==> src/include/bru_pkg.sv <==
// Shared constants and types for the branch instruction unit.
// Assumes 16-bit instruction words and 32-bit addresses in the core clock domain.
package bru_pkg;
    // Opcode fields of the branch group
    localparam logic [3:0]  BRU_OP_REL_JUMP     = 4'hA;
    localparam logic [3:0]  BRU_OP_REL_CALL     = 4'hB;
    localparam logic [3:0]  BRU_OP_SYS          = 4'h0;
    localparam logic [3:0]  BRU_OP_SYS4         = 4'h4;
    localparam logic [7:0]  BRU_OP_JUMP_IF_SET  = 8'h89;
    localparam logic [7:0]  BRU_OP_JUMP_IF_CLR  = 8'h8B;
    localparam logic [7:0]  BRU_OP_DJUMP_IF_SET = 8'h8D;
    localparam logic [7:0]  BRU_OP_DJUMP_IF_CLR = 8'h8F;
    localparam logic [7:0]  BRU_LO_REG_JUMP     = 8'h23;
    localparam logic [7:0]  BRU_LO_REG_CALL     = 8'h03;
    localparam logic [7:0]  BRU_LO_ABS_JUMP     = 8'h2B;
    localparam logic [7:0]  BRU_LO_ABS_CALL     = 8'h0B;
    // Address arithmetic
    localparam logic [31:0] BRU_PC_OFFSET       = 32'h0000_0004;
    localparam logic [31:0] BRU_SLOT_OFFSET     = 32'h0000_0002;
    localparam logic [31:0] BRU_ADDR_RESET      = 32'h0000_0000;

    typedef enum logic [1:0] {
        BRU_CLS_REL12 = 2'b00,
        BRU_CLS_REG   = 2'b01,
        BRU_CLS_REL8  = 2'b10
    } bru_cls_t;

    typedef enum logic {
        BRU_ST_IDLE = 1'b0,
        BRU_ST_SLOT = 1'b1
    } bru_state_t;
endpackage

==> src/design/bru_target_calc.sv <==
// Branch target adder: instruction address plus 4 plus a displacement or register.
// Purely combinational; the caller registers the result.
`timescale 1ns/1ps
module bru_target_calc
    import bru_pkg::*;
(
    // Instruction
    input  wire logic [31:0] instAddr,
    input  wire logic [15:0] instWord,
    input  wire bru_cls_t    cls,
    // Register operand
    input  wire logic [31:0] regValue,
    // Result
    output logic      [31:0] target
);
    logic [31:0] offset;

    always_comb
    begin
        unique case (cls)
            BRU_CLS_REL12: offset = {{19{instWord[11]}}, instWord[11:0], 1'b0};
            BRU_CLS_REL8:  offset = {{23{instWord[7]}}, instWord[7:0], 1'b0};
            BRU_CLS_REG:   offset = regValue;
            default:       offset = 32'h0000_0000;
        endcase
    end

    // Wraps modulo 2^32 like the program counter itself
    assign target = instAddr + BRU_PC_OFFSET + offset;
endmodule

==> src/design/branch_instruction_unit.sv <==
// Branch instruction unit: decodes and executes relative, register-relative,
// call and jump-if-set flag branches, and tracks the delay slot.
// Assumes the core presents one instruction per instValid pulse with the
// selected register value in the same cycle, all on clk.
`timescale 1ns/1ps
module branch_instruction_unit
    import bru_pkg::*;
(
    // Clock and reset
    input  wire logic        clk,
    input  wire logic        reset_n,
    // Instruction from the decode stage
    input  wire logic        instValid,
    input  wire logic [15:0] instWord,
    input  wire logic [31:0] instAddr,
    input  wire logic        condFlag,
    // General register file read
    output logic      [3:0]  selRegIndex,
    input  wire logic [31:0] selRegValue,
    // Program counter redirect
    output logic             pcLoad,
    output logic      [31:0] newPc,
    // Procedure return register write
    output logic             retWrite,
    output logic      [31:0] retValue,
    // Delay slot control
    output logic             slotFetchReq,
    output logic      [31:0] slotFetchAddr,
    output logic             slotIllegal,
    output logic             irqBlock
);
    bru_state_t  state_ff, nxt_state;
    logic [31:0] pendTarget_ff, nxt_pendTarget;
    logic [31:0] newPc_ff, nxt_newPc;
    logic        pcLoad_ff, nxt_pcLoad;
    logic        retWrite_ff, nxt_retWrite;
    logic [31:0] retValue_ff, nxt_retValue;
    logic        slotReq_ff, nxt_slotReq;
    logic [31:0] slotAddr_ff, nxt_slotAddr;
    logic        slotIll_ff, nxt_slotIll;

    logic        isRelJump, isRelCall, isRegJump, isRegCall, isJumpIfSet;
    logic        isDelayed, isAnyBranch;
    bru_cls_t    cls;
    logic [31:0] target;

    // Decode
    assign isRelJump   = instWord[15:12] == BRU_OP_REL_JUMP;
    assign isRelCall   = instWord[15:12] == BRU_OP_REL_CALL;
    assign isRegJump   = instWord[15:12] == BRU_OP_SYS && instWord[7:0] == BRU_LO_REG_JUMP;
    assign isRegCall   = instWord[15:12] == BRU_OP_SYS && instWord[7:0] == BRU_LO_REG_CALL;
    assign isJumpIfSet = instWord[15:8] == BRU_OP_JUMP_IF_SET;
    assign isDelayed   = isRelJump | isRelCall | isRegJump | isRegCall;
    // Slot check covers the whole branch family, including forms not executed here
    assign isAnyBranch = isDelayed | isJumpIfSet
                       | instWord[15:8] == BRU_OP_JUMP_IF_CLR
                       | instWord[15:8] == BRU_OP_DJUMP_IF_SET
                       | instWord[15:8] == BRU_OP_DJUMP_IF_CLR
                       | (instWord[15:12] == BRU_OP_SYS4
                          && (instWord[7:0] == BRU_LO_ABS_JUMP || instWord[7:0] == BRU_LO_ABS_CALL));

    assign cls = (isRegJump | isRegCall) ? BRU_CLS_REG
               : isJumpIfSet ? BRU_CLS_REL8 : BRU_CLS_REL12;

    assign selRegIndex = instWord[11:8];

    bru_target_calc u_target (
        .instAddr (instAddr),
        .instWord (instWord),
        .cls      (cls),
        .regValue (selRegValue),
        .target   (target)
    );

    always_comb
    begin
        nxt_state      = state_ff;
        nxt_pendTarget = pendTarget_ff;
        nxt_newPc      = newPc_ff;
        nxt_pcLoad     = 1'b0;
        nxt_retWrite   = 1'b0;
        nxt_retValue   = retValue_ff;
        nxt_slotReq    = 1'b0;
        nxt_slotAddr   = slotAddr_ff;
        nxt_slotIll    = 1'b0;
        unique case (state_ff)
            BRU_ST_IDLE:
            begin
                if (instValid && isDelayed)
                begin
                    // Target held back until the slot has run
                    nxt_pendTarget = target;
                    nxt_slotAddr   = instAddr + BRU_SLOT_OFFSET;
                    nxt_slotReq    = 1'b1;
                    nxt_state      = BRU_ST_SLOT;
                    if (isRelCall || isRegCall)
                    begin
                        nxt_retWrite = 1'b1;
                        nxt_retValue = instAddr + BRU_PC_OFFSET;
                    end
                end
                else if (instValid && isJumpIfSet)
                begin
                    nxt_pcLoad = 1'b1;
                    nxt_newPc  = condFlag ? target : instAddr + BRU_SLOT_OFFSET;
                end
            end
            BRU_ST_SLOT:
            begin
                if (instValid)
                begin
                    nxt_state = BRU_ST_IDLE;
                    if (isAnyBranch)
                        nxt_slotIll = 1'b1;
                    else
                    begin
                        nxt_pcLoad = 1'b1;
                        nxt_newPc  = pendTarget_ff;
                    end
                end
            end
        endcase
    end

    always_ff @(posedge clk or negedge reset_n)
    begin
        if (!reset_n)
        begin
            state_ff      <= BRU_ST_IDLE;
            pendTarget_ff <= BRU_ADDR_RESET;
            newPc_ff      <= BRU_ADDR_RESET;
            pcLoad_ff     <= 1'b0;
            retWrite_ff   <= 1'b0;
            retValue_ff   <= BRU_ADDR_RESET;
            slotReq_ff    <= 1'b0;
            slotAddr_ff   <= BRU_ADDR_RESET;
            slotIll_ff    <= 1'b0;
        end
        else
        begin
            state_ff      <= nxt_state;
            pendTarget_ff <= nxt_pendTarget;
            newPc_ff      <= nxt_newPc;
            pcLoad_ff     <= nxt_pcLoad;
            retWrite_ff   <= nxt_retWrite;
            retValue_ff   <= nxt_retValue;
            slotReq_ff    <= nxt_slotReq;
            slotAddr_ff   <= nxt_slotAddr;
            slotIll_ff    <= nxt_slotIll;
        end
    end

    assign pcLoad        = pcLoad_ff;
    assign newPc         = newPc_ff;
    assign retWrite      = retWrite_ff;
    assign retValue      = retValue_ff;
    assign slotFetchReq  = slotReq_ff;
    assign slotFetchAddr = slotAddr_ff;
    assign slotIllegal   = slotIll_ff;
    // Blocks from the branch's own cycle so no interrupt slips in before the slot
    assign irqBlock = (state_ff == BRU_ST_SLOT) || (instValid && isDelayed);

    logic [31:0] chkDisp12, chkDisp8;
    assign chkDisp12 = {{19{instWord[11]}}, instWord[11:0], 1'b0};
    assign chkDisp8  = {{23{instWord[7]}}, instWord[7:0], 1'b0};
endmodule

==> config.mk <==
export PLATFORM = sky130hd
export DESIGN_NAME = branch_instruction_unit
export DESIGN_NICKNAME = d
export VERILOG_FILES = /design/src/include/bru_pkg.sv /design/src/design/bru_target_calc.sv /design/src/design/branch_instruction_unit.sv
export SDC_FILE = /design/constraint.sdc
export NUM_CORES = 1
export LEC_CHECK = 0
export ABC_AREA = 1
export BUFFER_PORTS_ARGS = -buffer_cell sky130_fd_sc_hd__buf_4
export CAP_MARGIN = 20
export CORE_ASPECT_RATIO = 1.25
export CORE_MARGIN = 2
export CORE_UTILIZATION = 57
export DETAILED_ROUTE_END_ITERATION = 8
export GPL_TIMING_DRIVEN = 0
export PLACE_DENSITY = 0.82
export SYNTH_ARGS = -nofsm -noshare
export SYNTH_HDL_FRONTEND = slang
export SYNTH_SLANG_ARGS = --single-unit
export TNS_END_PERCENT = 5
==> constraint.sdc <==
create_clock -name clk -period 1.61 [get_ports clk]
set_input_delay 0 -clock clk [delete_from_list [all_inputs] [get_ports clk]]
set_output_delay 0 -clock clk [all_outputs]
set_load 0.1 [all_outputs]
==> summary.md, run 1 <==
| Metric | Value |
|---|---|
| Synthesized net count | approximately 1500 |
| Cell row count | 52 |
| HPWL after DPL | around 30000 um |
| Synthesis-stage register bit count | 133 |
| Grt ovf | 11 |
| Top Ports | 189 |
| Post-synth EDFFs | 0 |
| Syn avg cell area | 6.61 um^2 |
| Port-buffer cells | 185 |
| Tot GR Track Use | 0.754 |
| Synth Instances | 1428 |
| Clock sink total | 133 |
| Final RePlAce weighted congestion | 1.02 |
| Post-synthesis sequential area ratio | 0.353 |
| Die width | roughly 120 um |
| Most used DFF post-synth | dfrtp_1 |
| DIE HEIGHT | roughly 150 um |
| Worst EP Category | sequential cell input |
| Stop err | [ERROR GRT-0232] Routing congestion too high. Check the congestion heatmap in the GUI. |
| Async SR Flop Fraction | 1.00 |
| Starting Density | 0.583 |
| CTS Buf Count | 17 |
| Exit stage | 5_1_grt |
| Status | stopped before the end |
| CTS root buffer | clkbuf_16 |
| Mapped cell area | 0.00944 mm^2 |
| Post-GRT worst EP | newPc[21]$_DFFE_PN0P_/D |
| Largest net degree at the start of global routing | 106 |
| H-tree depth | 4 |
| Max Root-Sink Buffers | 2 |
| Distinct cell type count after synthesis | 37 |
| Yosys warns | 0 |
logic make-up after synthesis:
logic type | synth area share
flops | 0.353
xor+xnor | 0.0602
compound gates | 0.0904
simple gates | 0.366
fa+ha+maj | 0.0459
buf+inv | 0.0846
routing by layer:
metal	overflow	track usage
met2	8	0.941
met3	0	0.569
met1	0	0.735
met4	3	0.818
met5	0	0.170
synth_stat cells, types with 5 or more instances:
library cell / number / area share
a21oi_1: 64 / 0.034
buf_1: 5 / 0.0020
buf_2: 14 / 0.0074
buf_4: 6 / 0.0048
clkbuf_1: 22 / 0.0087
dfrtp_1: 133 / 0.35
ha_1: 33 / 0.044
inv_1: 138 / 0.055
inv_2: 10 / 0.0040
nand2_1: 600 / 0.24
nand3_1: 80 / 0.042
nand3b_1: 11 / 0.0087
nand4_1: 12 / 0.0080
nor2_1: 104 / 0.041
nor2_2: 7 / 0.0046
nor3_1: 11 / 0.0058
o211ai_1: 11 / 0.0087
o21ai_0: 64 / 0.034
o21ai_2: 8 / 0.0074
xnor2_1: 17 / 0.016
xor2_1: 46 / 0.043
repair_timing:
item / 4_1_cts
hold buffers: 15
pin swaps: 105
endpoints found under the setup margin: 66
setup buffers: 66
hold endpoints to repair: 147
gates resized for setup: 255
stage by stage:
stage,instance area (um^2),setup slack [ns],utilization,cells
floorplan,9850,-0.509,-,1428
global placement,11500,-1.63,0.710,1829
detailed placement,11500,-1.64,0.712,1830
CTS,14000,-0.628,0.862,1943
==> inputs of run 2 (changes only) <==
CORE_ASPECT_RATIO = default   (was 1.25)
CORE_UTILIZATION = 40   (was 57)
PLACE_DENSITY = default   (was 0.82)
PLACE_DENSITY_LB_ADDON = 0.15   (was default)
==> summary.md, run 2 <==
| Metric | Value |
|---|---|
| CTS Buf Count | 17 |
| CTS tree | built |
| Starting Density | 0.404 |
| Wirelength, routed | 37600 um |
| Post-synth EDFFs | 0 |
| Die area | 0.0248 mm^2 |
| Min setup slack post-route | -0.587 ns |
| DRC violations left | 0 |
| Mapped cell area | 0.00944 mm^2 |
| Vias per cell | 5.10 |
| DR pass1 iterations | 5 |
| Finished Layout Cells | 2080 |
| Worst hold path class | input port to register |
| Antenna violations before repair | 0 |
| Crit start category | input port |
| Vias in the first global route | 10400 |
| Count leader, synth | nand2_1 |
| WP data required | 1.95 ns |
| Unrepaired setup endpoints after global routing | true |
| DR iter-0 viols | ~730 |
| Syn avg cell area | 6.61 um^2 |
| VDD IR max | 950 uV |
| Share of layout cells above drive strength 1 | 0.388 |
| Worst-Margin Slew | 0.678 ns |
| Synthesis-stage register bit count | ~130 |
| Grt ovf | 0 |
| Clock sink total | 133 |
| Layout area overhead | 56.3% |
| Final period utilization | 1.36 |
| Port-buffer cells | 185 |
| Min Tclk post-route | about 2.2 ns |
| Area post-placement | 0.0117 mm^2 |
| Final instance area | around 0.015 mm^2 |
| Post-synthesis sequential area ratio | 0.353 |
| H-tree depth | 4 |
| Routed Antenna Nets | 0 |
| Crit-path max FO | 3 |
| Final #Nets | 1866 |
| Max-slew violation count | 0 |
| Worst setup EP type | register |
| Area fraction of the dominant cell type after synthesis | 0.353 |
| ANT cells | 0 |
| Final RePlAce weighted congestion | 0.923 |
| Commonest non-fill, non-tap cells in the layout | 487 x nand2_1, 265 x buf_4, 132 x dfrtp_1 |
| Async SR Flop Fraction | 1.00 |
| Clock Skews | 0.00790 ns |
| Yosys warns | 0 |
| Distinct cell type count after synthesis | 37 |
| Hold Fails Final Rpt | 2 |
| Power consumption | 17100 uW |
| Total core area | 0.0233 mm^2 |
| Setup CP Type | input port to register |
| Commonest non-fill, non-tap cell in the layout | nand2_1 |
| Most used DFF post-synth | dfrtp_1 |
| Max_slew headroom | 0.548 |
| Worst-path clk slew | about 0.070 ns |
| Cell row count | 56 |
| Global-route wire length before repair | 57100 um |
| # fillers | 2171 |
| HPWL after DPL | 28600 um |
| Routed len/inst | 18.1 um |
| Clock Latency Late Sink | 0.44 ns |
| Tot GR Track Use | 0.306 |
| Failing checks | hold timing, setup timing |
| Die width | about 160 um |
| CTS root buffer | clkbuf_16 |
| P_leak | 0.00740 uW |
| Max Cap Violations | 0 |
| Status | finished, violations left |
| Synth Instances | 1428 |
| DR vias | 10600 |
| Pwr dens | roughly 1200 mW/mm^2 |
| Yosys top cell by area | dfrtp_1 |
| Synth area leaders | dfrtp_1 35%, nand2_1 24%, inv_1 5.5%, ha_1 4.4%, xor2_1 4.3% |
| DIE HEIGHT | 158 um |
| Max Root-Sink Buffers | 2 |
| CP arrival | roughly 2.5 ns |
| Top Ports | 189 |
| Placed insts | 1933 |
| F_max | 455 MHz |
| WHS | -0.00819 ns |
| Synthesized net count | around 1500 |
| Final setup viols | 58 |
| Largest net degree at the start of global routing | 93 |
| Most instantiated cells after synthesis | 600 x nand2_1, 138 x inv_1, 133 x dfrtp_1 |
==> run 2: path summary, 6_finish.rpt <==
check | startpoint | endpoint | slack (ns) | cells after the start
min reg2reg | newPc[14]$_DFFE_PN0P_ | newPc[14]$_DFFE_PN0P_ | 0.47 | 2
min in group asynchronous | reset_n | retValue[1]$_DFFE_PN0P_ | 0.04 | 2
max | instAddr[17] | newPc[27]$_DFFE_PN0P_ | -0.59 | 18
max in group asynchronous | reset_n | pendTarget_ff[24]$_DFFE_PN0P_ | 0.73 | 3
max reg2reg | state_ff$_DFF_PN0_ | newPc[26]$_DFFE_PN0P_ | -0.11 | 5
min | instAddr[21] | slotFetchAddr[21]$_DFFE_PN0P_ | -0.008 | 4
==> run 2: where the power goes <==
| part | total, uW | leakage, uW | internal, uW | switching [uW] |
|---|---|---|---|---|
| sequential | 4470 | 0.00170 | 4080 | 392 |
| combinational | 8340 | 0.00541 | 2140 | 6200 |
| clock | 4260 | 0.000291 | 2360 | 1900 |
==> run 2: metrics by stage <==
stage	util	TNS, ns	setup slack, ns
floorplan	-	-22.08	-0.509
global placement	0.499	-94.21	-1.63
global route	0.632	-29.97	-0.729
CTS	0.611	-19.88	-0.514
finish	0.632	-21.25	-0.587
detailed placement	0.500	-89.70	-1.61
==> run 2: repair_timing <==
action                                  4_1_cts  5_1_grt
gates cloned                                  2        0
hold buffers                                 19        1
endpoints found under the setup margin      101      124
pin swaps                                   149       52
hold endpoints to repair                    154        1
setup buffers                                78       15
gates resized for setup                     292      114
==> run 2: cell families after synthesis <==
| logic type | share of synthesized area |
|---|---|
| XOR/XNOR | 0.0602 |
| flip-flops | 0.353 |
| AO/OA/AOI/OAI | 0.0904 |
| AND/OR/NAND/NOR | 0.366 |
| adder cells (fa/ha/maj) | 0.0459 |
| buffers and inverters | 0.0846 |
==> run 2: routing by layer <==
layer,track usage,wire (um)
met2,0.512,18000
met3,0.0441,2150
met4,0.111,1230
met1,0.404,16300
met5,0,0
==> run 2: cell type report <==
type / count / area, um^2 / area share
Multi-Input combinational cell: 1097 / 7030 / 0.477
Sequential cell: 133 / 3330 / 0.226
Timing Repair Buffer: 300 / 2410 / 0.164
Inverter: 149 / 614 / 0.0416
Clock buffer: 17 / 425 / 0.0288
Tap cell: 319 / 399 / 0.0271
Buffer: 49 / 349 / 0.0237
Clock inverter: 15 / 183 / 0.0124
Timing Repair inverter: 1 / 5.00 / 0.000339
==> run 2: critical path, cell delays in order <==
cell,delay (ns)
buf_12,0.09
nand2_8,0.06
nor3_4,0.26
nand2_2,0.11
nor3b_2,0.23
xor2_1,0.31
ha_2,0.37
nand2_2,0.07
nand2_2,0.07
a21oi_2,0.17
buf_4,0.12
o21bai_1,0.05
nor2_1,0.16
nand3_1,0.16
nand3_1,0.10
nand2_1,0.07
nand2_1,0.07
nand2_1,0.05
Power figures use the tool's default switching activity.
